--- config.mk ---
export PLATFORM = sky130hd
export DESIGN_NAME = redundant_ref_clock_switch
export DESIGN_NICKNAME = d
export VERILOG_FILES = /design/src/hdl/ref_switch_pkg.sv /design/src/hdl/ref_monitor_if.sv /design/src/hdl/ref_fault_monitor.sv /design/src/hdl/redundant_ref_clock_switch.sv
export SDC_FILE = /design/constraint.sdc
export NUM_CORES = 1
export LEC_CHECK = 0
export ABC_CLOCK_PERIOD_IN_PS = 3400
export BUFFER_PORTS_ARGS = -buffer_cell sky130_fd_sc_hd__buf_2
export CORE_UTILIZATION = 25
export DETAILED_ROUTE_END_ITERATION = 10
export HOLD_SLACK_MARGIN = 0.03
export REMOVE_ABC_BUFFERS = 1
export SKIP_CTS_REPAIR_TIMING = 1
export SYNTH_ARGS = -nofsm -noshare
export SYNTH_HDL_FRONTEND = slang
export SYNTH_SLANG_ARGS = --single-unit
--- constraint.sdc ---
create_clock -name mclk -period 3.4 [get_ports mclk]
set_clock_uncertainty 0.2 [all_clocks]
set_input_delay 0.68 -clock mclk [delete_from_list [all_inputs] [get_ports mclk]]
set_output_delay 0.68 -clock mclk [all_outputs]
set_load 0.01 [all_outputs]
--- src/hdl/ref_switch_pkg.sv ---
// Package for the redundant reference clock switch.
// Assumes all control pins are synchronous to mclk.
package ref_switch_pkg;
  // Feedback periods an input may stay at one level before it is failed
  localparam int unsigned STUCK_PERIODS = 1;
  // Initial reference after reset (input 0)
  localparam logic RST_REF = 1'b0;
  // Reset level of the fault flags
  localparam logic RST_FAULT = 1'b0;
  // Reset levels of the divider outputs
  localparam logic RST_TRUE_OUT = 1'b0;
  localparam logic RST_COMP_OUT = 1'b1;
  // Reset level of the init strobe history (inactive high)
  localparam logic RST_INIT_PREV = 1'b1;
  // Reset level of the feedback history; high so release cannot fake a rise
  localparam logic RST_FB_PREV = 1'b1;
endpackage

--- src/hdl/ref_monitor_if.sv ---
// Interface carrying one input's fault monitor signals.
// Assumes the monitor and the switch share mclk.
`timescale 1ns/1ps
interface ref_monitor_if;
  logic ref_in;
  logic fb_clk;
  logic clear;
  logic fault;
  modport mon (input ref_in, input fb_clk, input clear, output fault);
  modport ctl (output ref_in, output fb_clk, output clear, input fault);
endinterface

--- src/hdl/ref_fault_monitor.sv ---
// Stuck-level detector for one reference input.
// Assumes ref_in and fb_clk are sampled in the mclk domain.
`timescale 1ns/1ps
module ref_fault_monitor
  import ref_switch_pkg::*;
(
  input wire logic mclk,
  input wire logic rst,
  ref_monitor_if.mon mif
);
  logic ref_prev_q;
  logic fb_prev_q;
  logic [1:0] rise_cnt_q;
  logic fault_q;
  logic ref_edge;
  logic fb_rise;

  assign ref_edge = mif.ref_in ^ ref_prev_q;
  assign fb_rise = mif.fb_clk & ~fb_prev_q;
  assign mif.fault = fault_q;

  // Edge history
  always_ff @(posedge mclk) begin
    if (rst) begin
      ref_prev_q <= 1'b0;
      fb_prev_q <= RST_FB_PREV;
    end else begin
      ref_prev_q <= mif.ref_in;
      fb_prev_q <= mif.fb_clk;
    end
  end

  // Count feedback rises without a reference edge; full period needs two
  always_ff @(posedge mclk) begin
    if (rst || mif.clear || ref_edge) begin
      rise_cnt_q <= 2'h0;
    end else if (fb_rise && rise_cnt_q != 2'h3) begin
      rise_cnt_q <= rise_cnt_q + 2'h1;
    end
  end

  // Fault follows the live condition; set beats the init clear, a reference edge beats set
  always_ff @(posedge mclk) begin
    if (rst) begin
      fault_q <= RST_FAULT;
    end else if (!ref_edge && fb_rise && rise_cnt_q >= 2'(STUCK_PERIODS)) begin
      fault_q <= 1'b1;
    end else if (ref_edge || mif.clear) begin
      fault_q <= 1'b0;
    end
  end
endmodule

--- src/hdl/redundant_ref_clock_switch.sv ---
// Reference selection, fault flags and divider reset for two redundant inputs.
// Assumes all pins synchronous to mclk; feedback clock is sampled as data.
//
// Operation
// - Exactly one input is the reference.
// - Select pin picks initial input; default 0.
// - Indicator shows active input; starts at input 0 until init fall, override or automatic switch-over.
// - Init falling edge latches initial, clears faults unless one sets in that cycle.
// - Stuck one feedback period sets fault flag.
// - Fault flags track live input condition.
// - Override high forces selected input.
// - Manual select change switches reference, indicator.
// - Override low enables automatic switching.
// - Initial fails, good secondary: switch over.
// - No switch back while secondary good.
// - Secondary fails: return if initial good.
// - Master reset low holds divider outputs reset.
`timescale 1ns/1ps
module redundant_ref_clock_switch
  import ref_switch_pkg::*;
(
  input wire logic mclk,
  input wire logic rst,
  input wire logic reference_input_0,
  input wire logic reference_input_1,
  input wire logic feedback_clk,
  input wire logic select_clk,
  input wire logic manual_override,
  input wire logic init_strobe_n,
  input wire logic master_reset_n,
  input wire logic divider_clk,
  output logic active_ref_indicator,
  output logic active_ref_clk,
  output logic input0_fault_flag,
  output logic input1_fault_flag,
  output logic true_clock_outputs,
  output logic complement_clock_outputs
);
  logic init_prev_q;
  logic init_fall;
  logic initial_q;
  logic sel_q;
  logic sel_d;
  logic automatic_ref_switching;
  logic fault0;
  logic fault1;
  logic div_q;

  ref_monitor_if mon0 ();
  ref_monitor_if mon1 ();

  assign mon0.ref_in = reference_input_0;
  assign mon0.fb_clk = feedback_clk;
  assign mon0.clear = init_fall;
  assign mon1.ref_in = reference_input_1;
  assign mon1.fb_clk = feedback_clk;
  assign mon1.clear = init_fall;
  assign fault0 = mon0.fault;
  assign fault1 = mon1.fault;

  ref_fault_monitor u_mon0 (.mclk(mclk), .rst(rst), .mif(mon0));
  ref_fault_monitor u_mon1 (.mclk(mclk), .rst(rst), .mif(mon1));

  // Init strobe falling edge detect
  assign init_fall = init_prev_q & ~init_strobe_n;
  always_ff @(posedge mclk) begin
    if (rst) begin
      init_prev_q <= RST_INIT_PREV;
    end else begin
      init_prev_q <= init_strobe_n;
    end
  end

  // Initial clock register
  always_ff @(posedge mclk) begin
    if (rst) begin
      initial_q <= RST_REF;
    end else if (init_fall) begin
      initial_q <= select_clk;
    end
  end

  assign automatic_ref_switching = ~manual_override;

  // Next reference selection
  always_comb begin
    sel_d = sel_q;
    if (init_fall || manual_override) begin
      sel_d = select_clk;
    end else if (automatic_ref_switching) begin
      if (sel_q == initial_q) begin
        if ((initial_q ? fault1 : fault0) && !(initial_q ? fault0 : fault1)) begin
          sel_d = ~initial_q;
        end
      end else begin
        if ((sel_q ? fault1 : fault0) && !(initial_q ? fault1 : fault0)) begin
          sel_d = initial_q;
        end
      end
    end
  end

  // Selection register: a single bit, so only one input is ever chosen
  always_ff @(posedge mclk) begin
    if (rst) begin
      sel_q <= RST_REF;
    end else begin
      sel_q <= sel_d;
    end
  end

  // Indicator and muxed reference, updated after the selection settles
  always_ff @(posedge mclk) begin
    if (rst) begin
      active_ref_indicator <= RST_REF;
      active_ref_clk <= 1'b0;
    end else begin
      active_ref_indicator <= sel_q;
      active_ref_clk <= sel_q ? reference_input_1 : reference_input_0;
    end
  end

  // Fault flag outputs
  always_ff @(posedge mclk) begin
    if (rst) begin
      input0_fault_flag <= RST_FAULT;
      input1_fault_flag <= RST_FAULT;
    end else begin
      input0_fault_flag <= fault0;
      input1_fault_flag <= fault1;
    end
  end

  // Divider stand-in: toggles on divider_clk, held while master reset low
  always_ff @(posedge mclk) begin
    if (rst || !master_reset_n) begin
      div_q <= RST_TRUE_OUT;
      true_clock_outputs <= RST_TRUE_OUT;
      complement_clock_outputs <= RST_COMP_OUT;
    end else begin
      div_q <= divider_clk ? ~div_q : div_q;
      true_clock_outputs <= div_q;
      complement_clock_outputs <= ~div_q;
    end
  end

  a_manual_follows: assert property (@(posedge mclk) disable iff (rst)
    manual_override |=> sel_q == $past(select_clk)) else $error("manual select not followed");
  a_indicator_lag: assert property (@(posedge mclk) disable iff (rst)
    1'b1 |=> active_ref_indicator == $past(sel_q)) else $error("indicator wrong");
  a_init_clears: assert property (@(posedge mclk) disable iff (rst)
    init_fall && !$rose(feedback_clk) |=> !fault0 && !fault1) else $error("init did not clear faults");
  a_init_latch: assert property (@(posedge mclk) disable iff (rst)
    init_fall |=> initial_q == $past(select_clk)) else $error("initial not latched");
  a_mr_holds: assert property (@(posedge mclk) disable iff (rst)
    !master_reset_n |=> !true_clock_outputs && complement_clock_outputs) else $error("reset outputs");
  a_auto_switch: assert property (@(posedge mclk) disable iff (rst)
    (!manual_override && !init_fall && sel_q == initial_q && (initial_q ? fault1 : fault0)
     && !(initial_q ? fault0 : fault1)) |=> sel_q != initial_q) else $error("no auto switch");
  a_no_back: assert property (@(posedge mclk) disable iff (rst)
    (!manual_override && !init_fall && sel_q != initial_q && !(sel_q ? fault1 : fault0))
    |=> $stable(sel_q)) else $error("needless switch back");
  a_both_bad: assert property (@(posedge mclk) disable iff (rst)
    (!manual_override && !init_fall && fault0 && fault1) |=> $stable(sel_q)) else $error("switched to bad");
  a_return_init: assert property (@(posedge mclk) disable iff (rst)
    (!manual_override && !init_fall && sel_q != initial_q && (sel_q ? fault1 : fault0)
     && !(initial_q ? fault1 : fault0)) |=> sel_q == initial_q) else $error("no return");
endmodule

==> results_dict.tcl <==
set metrics [dict create \
    ff_latch_area_um2 360 \
    worst_hold_path.num_cells 1 \
    die_w_um 55.1 \
    place_congestion 0.753 \
    whs_ns 0.254 \
    multi_input_area_um2 308 \
    critical_path_peak_fanout 1 \
    status "finished clean" \
    fin_ws_ns 1.80 \
    routedWlPerCell_um 9.16 \
    end_kind "output pin" \
    ios 16 \
    p_leak_nw 0.347 \
    grt_max_degree 16 \
    crit_buf_inv 1 \
    die-area_um2 3040 \
    drcViolationCount 0 \
    slew_headroom_pct 78.0 \
    synth_compound_gate_area_share_pct 8.16 \
    synth-xor-area-share_pct 6.21 \
    post-place-ws_ns 1.65 \
    cts_root_buf "clkbuf_4" \
    finalCriticalPeriod_ns 1.60 \
    clk_path_buf_depth 2 \
    path_clk_slew_ns 0.10 \
    p_comb_share_pct 8.0 \
    utilization_pct 32.7 \
    cts_made_buffers 3 \
    htreeDepth 1 \
    p_switching_mw 0.0809 \
    syn2layout_area_growth_pct 19.0 \
    finalWirelength_um 1060 \
    vias 503 \
    crit_family "flip-flops" \
    viasPerCell 4.34 \
    drt_iter0_drc 10 \
    synth-simple-area-share_pct 20.7 \
    worstSetupPathType "reg2out" \
    layout-drive-gt1-share_pct 25.6 \
    fin_crit_sh_pct 47.2 \
    rr_worst_depth 4 \
    seqPwrFrac_pct 58.1 \
    pwr-share-clk_pct 33.8 \
    min_path_type "reg2reg" \
    final_common_cell "dfxtp_1" \
    clkSinkCount 18 \
    max_stage_delay_ns 0.31 \
    crit_chain "buf_2" \
    vdd_drop_max_uv 237 \
    yosys_warnings 0 \
    synth_top_family_by_area "simple AND/OR/NAND/NOR gates" \
    coreArea_um2 2570 \
    cp.required_ns 2.52 \
    synth_mux_area_share_pct 1.42 \
    syn_avg_cell_area_um2 10.2 \
    cp.depth 1 \
    drv_slew 0 \
    synth.distinct_cells 22 \
    ant_nets 0 \
    die_h_um 55.1 \
    cts_tree "yes" \
    stdcell_area_um2 840 \
    grtUsageTotal_pct 8.32 \
    yosysSeqAreaShare_pct 51.1 \
    start_kind "register" \
    final_cell_mix "dfxtp_1, buf_2, inv_1" \
    maxCapViolCount 0 \
    tns_ns 0 \
    synthAdderAreaFrac_pct 7.09 \
    power_density_nw_per_um2 452 \
    portBuffers 15 \
    post-place-cells 112 \
    syn-cell-area_um2 706 \
    stdcell_count 116 \
    critical_path.slowest_cell "dfxtp_1" \
    hpwl_um 807 \
    dr.pass1.iters 3 \
    power_mw 0.379 \
    grt_overflow 0 \
    start_util_pct 27.5 \
    rsz0062_at_grt "no" \
    ys_seq_elements 18 \
    insertion_delay_ns 0.29 \
    p_int_mw 0.298 \
    nets 101 \
    antenna_found_initial 0 \
    n_antenna_cell 0 \
    p_sw_share_pct 21.3 \
    tightest_slew_ns 0.329 \
    detailed_place.area_um2 803 \
    synth_cells 69 \
    fmax_mhz 623 \
    grt_pass1_wl_um 1700 \
    grt_pass1_vias 410 \
    rows 18 \
    crit_arrival_ns 0.72 \
    hold_viol 0 \
    fillers 281 \
    setup_violations 0 \
]
## cell families after synthesis
group,count (synthesis)
xor gates and xnor gates,5
muxes,1
buffers and inverters,8
DFF,18
adders and majority gates,4
and+or+nand+nor,25
AOI/OAI and AO/OA,8
## sequential cells by signal, indices dropped and copies added (netlist names)
signal / flops
active_ref_clk: 1
input1_fault_flag: 1
div_q: 1
u_mon0.fb_prev_q: 1
u_mon0.mif.fault: 1
init_prev_q: 1
u_mon0.rise_cnt_q: 2
true_clock_outputs: 1
sel_q: 1
u_mon1.mif.fault: 1
u_mon1.ref_prev_q: 1
input0_fault_flag: 1
complement_clock_outputs: 1
active_ref_indicator: 1
u_mon0.ref_prev_q: 1
u_mon1.rise_cnt_q: 2
## final timing paths
path / startpoint / end / slack (ns)
setup reg to reg: u_mon1.rise_cnt_q[0] / u_mon1.rise_cnt_q[0] / 2.01
hold reg to reg: div_q / complement_clock_outputs / 0.25
setup / recovery: true_clock_outputs / true_clock_outputs / 1.80
hold / removal: div_q / complement_clock_outputs / 0.25
## Yosys cell counts
master	n	area share [%]
mux2i_1	1	1.4
dfxtp_1	18	51
nand3b_1	2	2.1
or2_2	2	1.8
xnor2_1	4	5.0
buf_6	1	1.6
a2bb2oi_1	2	2.5
nand2_1	3	1.6
clkbuf_1	1	0.53
o21ai_0	2	1.4
a21oi_2	1	1.2
or3b_1	1	1.2
xor2_1	1	1.2
nor3b_1	4	4.3
nor3_1	2	1.4
ha_1	4	7.1
nand2b_1	2	1.8
a21oi_1	2	1.4
o2111a_1	1	1.6
inv_1	6	3.2
nor2b_1	5	4.4
nor2_1	4	2.1
## cell type report
cell class                 instances  area share, %
sequential                        18           42.9
timing repair buffer              15           8.94
tap                               30           4.47
clock buffer                       4           4.32
multi-input combinational         43           36.7
inverter                           6           2.68
## power by group through the flow
| stage | registers, mW | clock network (mW) | logic, mW |
|---|---|---|---|
| final | 0.221 | 0.128 | 0.0305 |
| after global routing | 0.222 | 0.142 | 0.0346 |
| after CTS | 0.221 | 0.134 | 0.0308 |
| after detailed placement | 0.226 | 0 | 0.0306 |
| after global placement | 0.226 | 0 | 0.0305 |
| after floorplan | 0.226 | 0 | 0.0170 |
## metal layers
layer | GRT usage [%] | up-vias | routed length, µm
li1 | - | 259 | -
met1 | 10.4 | 230 | 506
met2 | 11.6 | 14 | 469
met3 | 2.73 | 0 | 87
met4 | 6.25 | 0 | 0
met5 | 0 | - | 0
Note: power is estimated with default switching activity, not from simulation.
